===== src/hw/ccr_defines.svh =====
// offsets, field positions, reset values and timing counts of the charger configuration bank
// Overview of operation
// - fast-charge register top bit enables pulse control
// - 7-bit fast-charge current, 64mA steps
// - all-zero fast-charge current code disables charging
// - fast-charge current codes above 0x4f clamp
// - charge voltage bits 7..2, default 010111
// - charge voltage codes above 110000 clamp
// - precharge exit threshold bit, default 3.0V
// - recharge offset bit, default 100mV below
// - one bit turns charge indicator pin off
// - 2-bit watchdog period: off/40/80/160 s
// - one bit enables safety timer, default on
// - 2-bit fast-charge duration, default 12 hrs
// - timer register bit 0 reserved, resets one
// - watchdog kick restarts timer, then bit clears
`ifndef CCR_DEFINES_SVH
`define CCR_DEFINES_SVH

// register offsets
`define CCR_OFS_FCC 8'h04
`define CCR_OFS_PTC 8'h05
`define CCR_OFS_CVC 8'h06
`define CCR_OFS_TTC 8'h07

// reset values
`define CCR_RST_FCC 8'h20
`define CCR_RST_PTC 8'h13
`define CCR_RST_CVC 8'h5e
`define CCR_RST_TTC 8'h9d

// clamp limits
`define CCR_FCC_MAX 7'h4f
`define CCR_CVL_MAX 6'h30

// field positions
`define CCR_FCC_PCE_BIT  7
`define CCR_PTC_PRE_LSB  4
`define CCR_CVC_CVL_LSB  2
`define CCR_CVC_THR_BIT  1
`define CCR_CVC_RCH_BIT  0
`define CCR_TTC_TERM_BIT 7
`define CCR_TTC_PIN_BIT  6
`define CCR_TTC_WD_LSB   4
`define CCR_TTC_TMR_BIT  3
`define CCR_TTC_DUR_LSB  1
`define CCR_TTC_RSV_BIT  0

// timing
`define CCR_CLK_HZ    40000000
`define CCR_WD_TICK_S 1
`define CCR_WD_40S    8'h28
`define CCR_WD_80S    8'h50
`define CCR_WD_160S   8'ha0

`endif


===== src/hw/ccr_pkg.sv =====
// types shared by the charger configuration bank
`default_nettype none
package ccr_pkg;

  // serial slave states, one-hot
  typedef enum logic [7:0] {
    CCR_IDLE = 8'h01,
    CCR_ADDR = 8'h02,
    CCR_AACK = 8'h04,
    CCR_PTR  = 8'h08,
    CCR_WR   = 8'h10,
    CCR_WACK = 8'h20,
    CCR_RD   = 8'h40,
    CCR_RACK = 8'h80
  } ccr_state_e;

  // main module state
  typedef struct packed {
    logic [2:0] scl_sync;
    logic [2:0] sda_sync;
    logic       scl_f;
    logic       sda_f;
    ccr_state_e st;
    logic [3:0] bitcnt;
    logic [7:0] shift;
    logic       first;
    logic [7:0] ptr;
    logic [7:0] fcc;
    logic [7:0] ptc;
    logic [7:0] cvc;
    logic [7:0] ttc;
    logic       chg_dis;
    logic       wd_flag;  // registered watchdog expiry pulse
    logic       sda_o;
    logic       sda_oe;
  } ccr_top_s;

  // watchdog state
  typedef struct packed {
    logic [31:0] tick;
    logic [7:0]  secs;
    logic        expire;
    logic        kick_done;
  } ccr_wd_s;

endpackage
`default_nettype wire


===== src/hw/ccr_watchdog.sv =====
// host watchdog: counts seconds, restarts on kick, flags expiry
`timescale 1ns/1ps
`default_nettype none
`include "ccr_defines.svh"
module ccr_watchdog #(
  parameter int unsigned TICK_CYCLES = `CCR_CLK_HZ * `CCR_WD_TICK_S
) (
  input  wire logic       clk,
  input  wire logic       nrst,
  input  wire logic [1:0] period,
  input  wire logic       kick,
  output var  logic       expire,
  output var  logic       kick_done
);
  import ccr_pkg::*;

  ccr_wd_s q;  // registered state
  ccr_wd_s d;  // next state

  // period code to seconds
  function automatic logic [7:0] wd_limit(input logic [1:0] p);
    if (p == 2'b01) begin
      wd_limit = `CCR_WD_40S;
    end else if (p == 2'b10) begin
      wd_limit = `CCR_WD_80S;
    end else begin
      wd_limit = `CCR_WD_160S;
    end
  endfunction

  // next-state logic
  always_comb begin
    d = q;
    d.expire = 1'b0;
    d.kick_done = 1'b0;
    if (kick) begin
      // restart and tell the kick bit owner to clear it
      d.tick = 32'h0;
      d.secs = 8'h0;
      d.kick_done = 1'b1;
    end else if (period == 2'b00) begin
      // disabled: hold at zero
      d.tick = 32'h0;
      d.secs = 8'h0;
    end else if (q.tick == 32'(TICK_CYCLES - 1)) begin
      // one second elapsed
      d.tick = 32'h0;
      if (q.secs + 8'h1 >= wd_limit(period)) begin
        d.secs = 8'h0;
        d.expire = 1'b1;
      end else begin
        d.secs = q.secs + 8'h1;
      end
    end else begin
      d.tick = q.tick + 32'h1;
    end
  end

  // state register
  always_ff @(posedge clk or negedge nrst) begin
    if (!nrst) begin
      q <= '0;
    end else begin
      q <= d;
    end
  end

  assign expire = q.expire;
  assign kick_done = q.kick_done;
endmodule
`default_nettype wire


===== src/hw/ccr_regs.sv =====
// charger configuration bank: serial slave, four config registers, watchdog
`timescale 1ns/1ps
`default_nettype none
`include "ccr_defines.svh"
module ccr_regs #(
  parameter logic [6:0]  DEV_ADDR    = 7'h55,  // arbitrary bus address
  parameter int unsigned TICK_CYCLES = `CCR_CLK_HZ * `CCR_WD_TICK_S
) (
  input  wire logic       clk,
  input  wire logic       nrst,
  input  wire logic       scl_i,
  input  wire logic       sda_i,
  output var  logic       sda_o,
  output var  logic       sda_oe,
  input  wire logic       reg_reset,
  input  wire logic       watchdog_kick,
  output var  logic       watchdog_kick_clear,
  output var  logic       watchdog_expired,
  output var  logic       pulse_control_enable,
  output var  logic [6:0] fast_charge_current,
  output var  logic       charge_disabled,
  output var  logic [3:0] precharge_current,
  output var  logic [3:0] termination_current,
  output var  logic [5:0] charge_voltage_limit,
  output var  logic       precharge_exit_threshold,
  output var  logic       recharge_offset,
  output var  logic       termination_enable,
  output var  logic       charge_indicator_pin_off,
  output var  logic [1:0] watchdog_period,
  output var  logic       safety_timer_enable,
  output var  logic [1:0] fast_charge_duration
);
  import ccr_pkg::*;

  ccr_top_s q;       // registered state
  ccr_top_s d;       // next state
  logic     wd_exp;  // watchdog expiry pulse
  logic     scl_n;   // filtered scl, next
  logic     sda_n;   // filtered sda, next
  logic     rise;    // scl rising edge
  logic     fall;    // scl falling edge
  logic     start;   // start condition
  logic     stop;    // stop condition
  logic     [7:0] rdb;  // read-back byte at the current pointer

  // read-back mux, unmapped reads as zero
  function automatic logic [7:0] rd_byte(input ccr_top_s s);
    if (s.ptr == `CCR_OFS_FCC) begin
      rd_byte = s.fcc;
    end else if (s.ptr == `CCR_OFS_PTC) begin
      rd_byte = s.ptc;
    end else if (s.ptr == `CCR_OFS_CVC) begin
      rd_byte = s.cvc;
    end else if (s.ptr == `CCR_OFS_TTC) begin
      rd_byte = s.ttc;
    end else begin
      rd_byte = 8'h00;
    end
  endfunction

  // clamp a written fast-charge byte
  function automatic logic [7:0] fix_fcc(input logic [7:0] v);
    fix_fcc = v;
    if (v[6:0] > `CCR_FCC_MAX) begin
      fix_fcc[6:0] = `CCR_FCC_MAX;
    end
  endfunction

  // clamp a written charge voltage byte
  function automatic logic [7:0] fix_cvc(input logic [7:0] v);
    fix_cvc = v;
    if (v[7:`CCR_CVC_CVL_LSB] > `CCR_CVL_MAX) begin
      fix_cvc[7:`CCR_CVC_CVL_LSB] = `CCR_CVL_MAX;
    end
  endfunction

  // byte that a read would shift out next
  assign rdb = rd_byte(q);

  // host watchdog
  ccr_watchdog #(
    .TICK_CYCLES(TICK_CYCLES)
  ) u_wd (
    .clk      (clk),
    .nrst     (nrst),
    .period   (q.ttc[`CCR_TTC_WD_LSB +: 2]),
    .kick     (watchdog_kick),
    .expire   (wd_exp),
    .kick_done(watchdog_kick_clear)
  );

  // pin filters and edge detection
  always_comb begin
    scl_n = (q.scl_sync[1] == q.scl_sync[2]) ? q.scl_sync[2] : q.scl_f;
    sda_n = (q.sda_sync[1] == q.sda_sync[2]) ? q.sda_sync[2] : q.sda_f;
    rise  = scl_n & ~q.scl_f;
    fall  = ~scl_n & q.scl_f;
    start = q.scl_f & scl_n & q.sda_f & ~sda_n;
    stop  = q.scl_f & scl_n & ~q.sda_f & sda_n;
  end

  // next-state logic
  always_comb begin
    d = q;
    d.scl_sync = {q.scl_sync[1:0], scl_i};
    d.sda_sync = {q.sda_sync[1:0], sda_i};
    d.scl_f = scl_n;
    d.sda_f = sda_n;
    d.sda_o = 1'b0;
    if (start) begin
      // start or repeated start
      d.st = CCR_ADDR;
      d.bitcnt = 4'h0;
      d.sda_oe = 1'b0;
    end else if (stop) begin
      // stop ends any transfer
      d.st = CCR_IDLE;
      d.sda_oe = 1'b0;
    end else begin
      case (q.st)
        CCR_ADDR, CCR_PTR, CCR_WR: begin
          // shift in a byte
          if (rise && q.bitcnt < 4'h8) begin
            d.shift = {q.shift[6:0], sda_n};
            d.bitcnt = q.bitcnt + 4'h1;
          end else if (fall && q.bitcnt == 4'h8) begin
            if (q.st == CCR_ADDR) begin
              if (q.shift[7:1] == DEV_ADDR) begin
                d.sda_oe = 1'b1;
                d.st = CCR_AACK;
              end else begin
                d.st = CCR_IDLE;
              end
            end else begin
              // acknowledge; store pointer or data
              d.sda_oe = 1'b1;
              d.st = CCR_WACK;
              if (q.st == CCR_PTR) begin
                d.ptr = q.shift;
              end else begin
                d.ptr = q.ptr + 8'h1;
                if (q.ptr == `CCR_OFS_FCC) begin
                  d.fcc = fix_fcc(q.shift);
                end else if (q.ptr == `CCR_OFS_PTC) begin
                  d.ptc = q.shift;
                end else if (q.ptr == `CCR_OFS_CVC) begin
                  d.cvc = fix_cvc(q.shift);
                end else if (q.ptr == `CCR_OFS_TTC) begin
                  d.ttc = q.shift;
                end
              end
            end
          end
        end
        CCR_AACK: begin
          // release ack; reads load first byte
          if (fall) begin
            d.bitcnt = 4'h0;
            if (q.shift[0]) begin
              d.shift = rdb;
              d.sda_oe = ~rdb[7];
              d.st = CCR_RD;
            end else begin
              d.sda_oe = 1'b0;
              d.st = CCR_PTR;
            end
          end
        end
        CCR_WACK: begin
          // release ack, more data bytes follow
          if (fall) begin
            d.sda_oe = 1'b0;
            d.bitcnt = 4'h0;
            d.st = CCR_WR;
          end
        end
        CCR_RD: begin
          // shift a byte out, msb first
          if (rise) begin
            d.bitcnt = q.bitcnt + 4'h1;
          end else if (fall) begin
            if (q.bitcnt == 4'h8) begin
              d.sda_oe = 1'b0;
              d.ptr = q.ptr + 8'h1;
              d.st = CCR_RACK;
            end else begin
              d.shift = {q.shift[6:0], 1'b0};
              d.sda_oe = ~q.shift[6];
            end
          end
        end
        CCR_RACK: begin
          // master ack continues, nack ends
          if (rise) begin
            d.first = sda_n;
          end else if (fall) begin
            d.bitcnt = 4'h0;
            if (!q.first) begin
              d.shift = rdb;
              d.sda_oe = ~rdb[7];
              d.st = CCR_RD;
            end else begin
              d.st = CCR_IDLE;
            end
          end
        end
        default: begin
          // idle: wait for start
          d.sda_oe = 1'b0;
          d.st = CCR_IDLE;
        end
      endcase
    end
    // defaults win over a write in the same cycle
    if (reg_reset || wd_exp) begin
      d.fcc = `CCR_RST_FCC;
      d.ptc = `CCR_RST_PTC;
      d.cvc = `CCR_RST_CVC;
      d.ttc = `CCR_RST_TTC;
    end
    d.chg_dis = (d.fcc[6:0] == 7'h00);
    // expiry indication registers on the same edge as the reload
    d.wd_flag = wd_exp;
  end

  // state register
  always_ff @(posedge clk or negedge nrst) begin
    if (!nrst) begin
      q <= '0;
      q.scl_sync <= 3'h7;
      q.sda_sync <= 3'h7;
      q.scl_f <= 1'b1;
      q.sda_f <= 1'b1;
      q.st <= CCR_IDLE;
      q.fcc <= `CCR_RST_FCC;
      q.ptc <= `CCR_RST_PTC;
      q.cvc <= `CCR_RST_CVC;
      q.ttc <= `CCR_RST_TTC;
    end else begin
      q <= d;
    end
  end

  // outputs straight from the registers
  assign watchdog_expired         = q.wd_flag;
  assign sda_o                    = q.sda_o;
  assign sda_oe                   = q.sda_oe;
  assign pulse_control_enable     = q.fcc[`CCR_FCC_PCE_BIT];
  assign fast_charge_current      = q.fcc[6:0];
  assign charge_disabled          = q.chg_dis;
  assign precharge_current        = q.ptc[`CCR_PTC_PRE_LSB +: 4];
  assign termination_current      = q.ptc[3:0];
  assign charge_voltage_limit     = q.cvc[`CCR_CVC_CVL_LSB +: 6];
  assign precharge_exit_threshold = q.cvc[`CCR_CVC_THR_BIT];
  assign recharge_offset          = q.cvc[`CCR_CVC_RCH_BIT];
  assign termination_enable       = q.ttc[`CCR_TTC_TERM_BIT];
  assign charge_indicator_pin_off = q.ttc[`CCR_TTC_PIN_BIT];
  assign watchdog_period          = q.ttc[`CCR_TTC_WD_LSB +: 2];
  assign safety_timer_enable      = q.ttc[`CCR_TTC_TMR_BIT];
  assign fast_charge_duration     = q.ttc[`CCR_TTC_DUR_LSB +: 2];
endmodule
`default_nettype wire


===== config.mk =====
export PLATFORM = sky130hd
export DESIGN_NAME = ccr_regs
export DESIGN_NICKNAME = d
export VERILOG_FILES = /design/src/hw/ccr_pkg.sv /design/src/hw/ccr_watchdog.sv /design/src/hw/ccr_regs.sv
export VERILOG_INCLUDE_DIRS = /design/src /design/src/hw
export SDC_FILE = /design/constraint.sdc
export NUM_CORES = 1
export LEC_CHECK = 0
export BUFFER_PORTS_ARGS = -buffer_cell sky130_fd_sc_hd__buf_2
export CORE_AREA = 2 2 150 94
export CTS_CLUSTER_DIAMETER = 60
export CTS_CLUSTER_SIZE = 25
export DETAILED_ROUTE_END_ITERATION = 7
export DIE_AREA = 0 0 152 96
export PLACE_DENSITY_LB_ADDON = 0.3
export SYNTH_ARGS = -nofsm -noshare
export SYNTH_HDL_FRONTEND = slang
export SYNTH_SLANG_ARGS = --single-unit

===== constraint.sdc =====
create_clock -name clk -period 5.8 [get_ports clk]
set_clock_uncertainty 0.1 [all_clocks]
set_input_delay 0.29 -clock clk [delete_from_list [all_inputs] [get_ports clk]]
set_output_delay 0.29 -clock clk [all_outputs]
set_load 0.05 [all_outputs]

Word level (Yosys, flattened, before mapping)
Cells that the tools add are included.

word-level totals
  logic and storage cells = 214
  register bits after elaboration = 114

cells by class
  magnitude comparators = 4
  reductions and logical operators = 27
  $add $sub $neg = 4
  equality and inequality tests = 57
  muxes and demuxes = 85
  bitwise gates (word level) = 15

operator list
  kind                     count
  $mux W8                  31
  $mux W40                 5
  $mux W32                 5
  $mux W20                 3
  $mux W53                 1
  $eq A8 B3 Y1 const B     5
  $ne A4 B4 Y1 const B     10
  $pmux W8 S5              1
  $mux W12                 3
  $add A32 B1 Y32 const B  1
  $eq A32 B26 Y1 const B   1
  $pmux W8 S4              1
  $ne A2 B2 Y1 const B     14
  $reduce_and A9 Y1        3
  $mux W24                 1
  $mux W1                  23
  $reduce_and A11 Y1       2
  $mux W7                  3
  $pmux W4 S5              1
  $reduce_and A10 Y1       2
  $ne A3 B3 Y1 const B     6
  $add A8 B1 Y8 const B    2
  $mux W16                 1
  $ne A2 B1 Y1 const B     8
  other kinds (37)         59

Logic depth before layout (Yosys ltp)
Gate-level depths: netlist (run 1).

  word-level depth = 14
  depth in mapped cells = 12
  mapped depth without buffers = 11

Modules after synthesis
Synthesis (run 1) repeated with hierarchy kept, for this count alone.

second synthesis, totals
  cells, all modules = 702
  area total of the unflattened synthesis = 6,526.3 µm²

modules (own cells, without submodules)
  module        instances  cells each  area an instance (µm²)
  ccr_regs      1          474         4,245.3
  ccr_watchdog  1          228         2,280.9

Worst setup path after synthesis (run 1)
OpenSTA, ideal clock, no wires.

  path type = register -> register
  from = register q[64] in the netlist's numbering
  to = register q[38] in the netlist's numbering
  cell stages (with the launch flop) = 9
  period minus slack after synthesis = 2,513 ps
  setup slack = 3,287 ps
  arrival time = 2,292 ps
  cells stage by stage = dfrtp_1 -> buf_6 -> or2_2 -> or4_4 -> nor3b_1 -> or3_1 -> buf_6 -> buf_8 -> o22a_1

on the way
  cells in the longest elaborated chain, start to end = 6

ends and longest elaborated chain
  element             line                              source
  start: declaration  ccr_regs.sv:35                    ccr_top_s q;
  $eq A8 B4 Y1        ccr_regs.sv:120, ccr_regs.sv:138
  $mux W8             ccr_regs.sv:138                   if (q.st == CCR_PTR) begin
  $mux W40            ccr_regs.sv:127                   if (q.st == CCR_ADDR) begin
  $mux W40            ccr_regs.sv:126                   end else if (fall && q.bitcnt == 4'h8) begin
  $mux W40            ccr_regs.sv:123                   if (rise && q.bitcnt < 4'h8) begin
  $pmux W8 S2         ccr_regs.sv:120                   case (q.st)

Parallel ways exist; a longest one is shown, timed or not. The select of a mux whose other input is x is not followed.
A chain may end at the register's enable or synchronous reset.

==> reports/qor.csv, run 1 <==
stage,metric,value,unit
job,max_cap viols,0,
critical_path,FF-to-FF path depth,4,
yosys,Yosys top cell area share,0.352,
cts,Worst-path clk slew,0.06,ns
critical_path,reg-to-reg startpoint,q[66],
critical_path,Worst Setup End Kind,flip-flop,
power,Internal,0.00148,W
finish,Finished Layout Cells,893,
yosys,largest cells by area after synthesis,"dfrtp_1, dfstp_2, nor2_1",
cts,hold buffers post-CTS,4,
status,status,finished clean,
critical_path,crit path DAT,3.32,ns
sta,RSZ-0062 raised after global routing,no,
yosys,syn_area_per_cell,9.22,µm²
finish,"Net count, final",727,
sta,fin. max-slew vios,0,
placement,RD Place Congestion,0.945,
worst_hold_path,Hold Path Class,input pin to flip-flop,
global_routing,GRT overflow,0,
finish,Finished Cell Area,7150,µm²
yosys,syn nets,723,
sta,min Tclk post-route,3.13,ns
critical_path,Startpoint Class,flip-flop,
sta,Max-slew headroom,0.230,
yosys,Ys Warns,0,
cts,post-cts repair resize count,0,
yosys,Synth Flop Type,dfrtp_1,
yosys,synth unique cells,71,
route,1st-iter DRT viols,512,
yosys,post-synth top area cell,dfrtp_1,
critical_path,maximum fanout along the worst path,17,
yosys,Post-Syn Area,6460,µm²
worst_hold_path,hold path start,reg_reset,
worst_hold_path,Worst Hold End,safety_timer_enable,
placement,pre-CTS WS,2.67,ns
placement,placed wire-length estimate,11600,µm
floorplan,CORE AREA,13300,µm²
route,post-route ant nets,0,
critical_path,reg2reg setup slack,2.67,ns
floorplan,Die W,152,µm
global_routing,vias in the first global route,4933,
critical_path,Crit path required time,5.99,ns
route,routed via count,5291,
power,Peak supply drop,194,µV
cts,CTS root buf,clkbuf_16,
power,Clk pwr share,0.527,
cts,Sink Count,114,
route,wire per inst,18.4,µm
cts,H-tree depth,4,
placement,DP Area,6520,µm²
yosys,most frequent cells after synthesis,"dfrtp_1, nor2_1, nand2_1",
route,DRC violations left,0,
cts,CTS tree,done,
yosys,Post-synth EDFFs,0,
sta,Slew @ Worst Pin,1.16,ns
yosys,synthesis-stage register bit count,114,
global_routing,wire length of the first global-routing pass,26700,µm
critical_path,Crit. Startpoint,q[66],
power,Reg power frac,0.424,
global_routing,initial antenna violation count,0,
finish,synth-to-layout area growth,10.5,%
yosys,post-synthesis async set-or-reset flop share,1.00,
power,Pwr Density,273,nW/µm²
finish,share of cells above drive strength 1,0.159,
yosys,Synth Instances,701,
cts,Skew-Pair Late Insertion Delay,0.42,ns
floorplan,I/O pin cnt,42,
route,vias per inst,5.92,
yosys,most frequent cell after synthesis,dfrtp_1,
floorplan,die area,14600,µm²
finish,ANT cells,0,
critical_path,RR Endpoint,fast_charge_current[5],
worst_hold_path,Worst Hold Depth,4,
sta,achievable frequency,0.320,GHz
sta,worst setup margin,2.67,ns
power,combinational power share,0.048,
placement,Port Buffers,40,
power,Lkg Pwr,3.19,nW
power,Net Sw Frac,0.242,
yosys,sequential share of the synthesized area,0.446,
cts,# Post-CTS Setup Buffers,0,
cts,clk buf depth,2,
route,drt pass-1 iters,5,
cts,total CTS buffers,17,
finish,final core utilization,0.539,
sta,Hold Fails Final Rpt,0,
global_routing,All-Layer GR Usage,0.233,
floorplan,Initial Utilization,0.488,
critical_path,crit path kind,flip-flop to flip-flop,
power,Psw,0.000473,W
sta,Final Setup Violations,0,
floorplan,std cell rows,33,
global_routing,largest net degree at the start of global routing,75,
placement,dpl cells,857,
route,DRT Wirelength,16400,µm
floorplan,chip height,96,µm
sta,period utilization,0.539,
sta,final setup TNS,0,ns
stage by stage:
stage | power [W] | hold slack [ns]
2_1_floorplan | 0.000899 | -0.106
3_3_place_gp | 0.000932 | 0.203
3_5_place_dp | 0.000935 | 0.210
4_1_cts | 0.00197 | 0.160
5_1_grt | 0.00203 | 0.182
6_report | 0.00195 | 0.178
critical path, cell delays in order (launching register included):
cell	delay (ns)
dfstp_2	0.56
or3b_1	0.51
nor4_1	0.61
nand4_1	0.67
o311ai_0	0.55
layer usage:
| metal | part of all wire | GRT usage |
|---|---|---|
| met1 | 0.51 | 0.358 |
| met2 | 0.40 | 0.314 |
| met3 | 0.084 | 0.0639 |
| met4 | 0.015 | 0.0701 |
| met5 | 0 | 0 |
cells in the final DEF (no fill, tap or decap), types with 5 or more instances in the layout:
| cell type | netlist | layout |
|---|---|---|
| a21oi_1 | 36 | 36 |
| a221oi_1 | 8 | 8 |
| a22oi_1 | 6 | 6 |
| a31oi_1 | 5 | 5 |
| and2_1 | 14 | 14 |
| and3_1 | 12 | 12 |
| buf_2 | 2 | 39 |
| buf_4 | 28 | 5 |
| clkbuf_16 | 0 | 17 |
| dfrtp_1 | 91 | 91 |
| dfstp_2 | 23 | 23 |
| ha_1 | 16 | 16 |
| inv_1 | 26 | 26 |
| mux2i_1 | 23 | 23 |
| nand2_1 | 59 | 59 |
| nand3_1 | 34 | 34 |
| nand3b_1 | 6 | 6 |
| nand4_1 | 15 | 15 |
| nor2_1 | 87 | 87 |
| nor3_1 | 22 | 22 |
| nor4_1 | 8 | 8 |
| o21ai_0 | 21 | 21 |
| o22a_1 | 5 | 5 |
| o22ai_1 | 7 | 7 |
| or3_1 | 7 | 7 |
| xnor2_1 | 22 | 22 |
| xor2_1 | 15 | 15 |
state kept, by name (all words and copies together), names as in the netlist, 4 cells and up:
signal                flops
q                        34
precharge_current         4
d                         4
fast_charge_current       7
termination_current       4
u_wd.q                   40
charge_voltage_limit      6
cell families (layout without fill, tap and decap cells):
kind of cell               Yosys count  count (layout)  synth area share
and+or+nand+nor                    295             295             0.231
buffers and inverters               90             107            0.0766
muxes                               25              25            0.0391
adders and majority gates           17              17            0.0325
DFF                                114             114             0.446
other                                1               1          0.000580
xor gates and xnor gates            37              37            0.0501
AOI/OAI and AO/OA                  122             122             0.124
worst max-delay path by stage:
stage | endpoint | cells after the start
4_1_cts | u_wd.q[8] | 5
3_5_place_dp | u_wd.q[8] | 5
6_report | fast_charge_current[5] | 4
5_1_grt | u_wd.q[8] | 5
2_1_floorplan | q[38] | 8
3_3_place_gp | u_wd.q[9] | 5
power by group through the flow:
stage | clock network, W | registers (W) | logic (W)
finish | 0.00103 | 0.000829 | 0.0000942
global placement | 0 | 0.000841 | 0.0000914
CTS | 0.00105 | 0.000829 | 0.0000947
global route | 0.00109 | 0.000832 | 0.000108
floorplan | 0 | 0.000839 | 0.0000592
detailed placement | 0 | 0.000842 | 0.0000930
cell type report:
cell class                 instances  area, µm²
fill                            1176       6110
multi-input combinational        497       3090
sequential                       114       2880
clock buffer                      17        425
timing repair buffer              48        273
tap                              175        219
clock inverter                    15        158
inverter                          27        101
No activity file was read; power rests on OpenSTA's default activity.
==> run 2: changes to the inputs <==
- clock period: 5.8 -> 3.1 ns (I/O delays scaled with it)
==> run 2 against run 1 <==
  * Utilization grew 1.5 points
  * Sequential power grew 87%
  * Critical path depth grew 2
  * Die area is the same
  * Combinational power grew 93%
  * Final cell count grew 1.2%
  * Setup slack lost 2.5 ns
  * Hold slack lost 0.12 ns
  * First-iteration DRC count grew 33%
  * Sequential cell count is the same
  * Fmax grew 8.2%
  * Critical path type unchanged
  * Critical endpoint is now q[43]
  * Largest cell class unchanged
  * Largest power group unchanged
==> reports/qor.csv, run 2 (synthesis gave the netlist of run 1 again) <==
stage,metric,value,unit,change
power,Lkg Pwr,3.29,nW,+3.2%
placement,placed wire-length estimate,11500,µm,-0.55%
sta,RSZ-0062 raised after global routing,no,,
floorplan,Die W,152,µm,unchanged
cts,Worst-path clk slew,0.05,ns,about the same
critical_path,maximum fanout along the worst path,16,,-1
floorplan,CORE AREA,13300,µm²,unchanged
finish,synth-to-layout area growth,13.6,%,
global_routing,initial antenna violation count,0,,unchanged
route,routed via count,5443,,+2.9%
finish,"most common cell after layout, fill and taps aside",dfrtp_1,,
cts,H-tree depth,4,,unchanged
floorplan,std cell rows,33,,unchanged
route,DRC violations left,0,,unchanged
worst_hold_path,Hold Path Class,input pin to flip-flop,,
sta,achievable frequency,0.346,GHz,+8.2%
global_routing,met3 usage,0.0635,,-0.000450
sta,fin. max-slew vios,0,,unchanged
cts,CTS root buf,clkbuf_16,,
route,DRT Wirelength,16600,µm,+1.4%
sta,Hold Fails Final Rpt,0,,unchanged
job,max_cap viols,0,,unchanged
critical_path,FF-to-FF path depth,6,,+2
critical_path,crit path kind,flip-flop to flip-flop,,
critical_path,crit path capture,q[43],,
placement,Port Buffers,40,,unchanged
route,1st-iter DRT viols,681,,+33%
finish,"Net count, final",738,,+1.5%
route,vias per inst,6.02,,+1.6%
power,Reg power frac,0.387,,-0.037
placement,RD Place Congestion,0.881,,-6.8%
global_routing,met2 Resource Use GR,0.346,,+0.0319
floorplan,Initial Utilization,0.488,,unchanged
cts,CTS tree,done,,
power,Peak supply drop,304,µV,+56%
finish,Reg area,2880,µm²,unchanged
sta,Slew @ Worst Pin,0.858,ns,-0.297 ns
finish,final core utilization,0.554,,+0.0148
power,Clk pwr share,0.568,,+0.041
global_routing,busiest grt layer,met2,,
critical_path,crit path DAT,3.08,ns,-0.24 ns
critical_path,Startpoint Class,flip-flop,,
finish,number of flip-flops under the largest register name,40,,unchanged
route,wire per inst,18.4,µm,+0.19%
placement,pre-CTS WS,0.224,ns,-2.45 ns
sta,Max-slew headroom,0.423,,+0.193
finish,Finished Layout Cells,904,,+1.2%
global_routing,All-Layer GR Usage,0.233,,-0.000381
cts,clk buf depth,2,,unchanged
critical_path,RR Endpoint,q[43],,
finish,multi-input combinational cell area,3090,µm²,unchanged
sta,final setup TNS,0,ns,unchanged
critical_path,reg2reg setup slack,0.21,ns,-2.46 ns
sta,worst setup margin,0.211,ns,-2.46 ns
critical_path,Crit path required time,3.29,ns,-2.70 ns
sta,period utilization,0.932,,+0.393
cts,Sink Count,114,,unchanged
global_routing,vias in the first global route,5141,,+4.2%
finish,most frequent cells in the layout,"dfrtp_1, nor2_1, nand2_1",,
cts,total CTS buffers,17,,unchanged
critical_path,Crit. Startpoint,q[58],,
power,combinational power share,0.045,,-0.003
sta,Final Setup Violations,0,,unchanged
finish,share of cells above drive strength 1,0.171,,+0.0127
power,Pwr Density,546,nW/µm²,+100%
status,status,finished clean,,
critical_path,reg-to-reg startpoint,q[58],,
sta,min Tclk post-route,2.89,ns,-0.237 ns
floorplan,I/O pin cnt,42,,unchanged
critical_path,Worst Setup End Kind,flip-flop,,
finish,ANT cells,0,,unchanged
global_routing,met1 Use GR,0.334,,-0.0244
global_routing,largest net degree at the start of global routing,115,,+53%
finish,Biggest register,u_wd.q,,
floorplan,die area,14600,µm²,unchanged
floorplan,chip height,96,µm,unchanged
finish,fillcell total,1124,,-4.4%
global_routing,GRT overflow,0,,unchanged
power,Psw,0.000875,W,+85%
route,post-route ant nets,0,,unchanged
global_routing,wire length of the first global-routing pass,26700,µm,+0.29%
power,Internal,0.00314,W,+110%
cts,Skew-Pair Late Insertion Delay,0.41,ns,about the same
placement,dpl cells,868,,+1.3%
power,Net Sw Frac,0.218,,-0.0240
route,drt pass-1 iters,6,,+1
run 2: metal layers:
layer	vias up	routed length [µm]
met5	-	0
met3	34	1500
met2	254	7020
li1	2491	-
met1	2664	7840
met4	0	270
run 2: power by group through the flow:
stage          clock network [W]  registers [W]  logic [W]
5_1_grt                  0.00237        0.00156   0.000207
2_1_floorplan                  0        0.00157   0.000111
3_3_place_gp                   0        0.00157   0.000176
4_1_cts                  0.00230        0.00155   0.000185
3_5_place_dp                   0        0.00158   0.000179
6_report                 0.00228        0.00155   0.000182
run 2: layout make-up:
type	instances	area share
clock buffer	19	0.0617
clock inverter	13	0.0315
inverter	27	0.0138
multi-input combinational	497	0.421
sequential	114	0.392
tap	175	0.0298
timing repair buffer	59	0.0501
run 2: critical path: stages, from the launching register on:
cell,delay [ns]
dfrtp_1,0.48
or3_1,0.44
or4_4,0.54
a211oi_2,0.36
or3_1,0.51
nor2_1,0.15
o22a_1,0.20
run 2: per-stage QoR:
step | hold slack (ns) | power, W | cell area (µm²)
global placement | 0.165 | 0.00175 | 6620
finish | 0.0570 | 0.00401 | 7340
CTS | 0.0458 | 0.00404 | 7340
global route | 0.0624 | 0.00413 | 7340
floorplan | -0.241 | 0.00168 | 6460
detailed placement | 0.170 | 0.00176 | 6620
run 2: how the worst min path moves through the flow:
stage / to / depth (start not counted) / start
6_report: watchdog_period[0] / 4 / reg_reset
4_1_cts: precharge_current[0] / 4 / reg_reset
3_5_place_dp: d[68] / 1 / sda_i
5_1_grt: precharge_current[0] / 4 / reg_reset
2_1_floorplan: charge_disabled / 0 / nrst
3_3_place_gp: d[68] / 1 / sda_i
run 2: timing repair:
action                    CTS  global route
hold buffers                4             0
resized for setup           0             0
hold endpoints to repair   96             0
buffers inserted            0             0
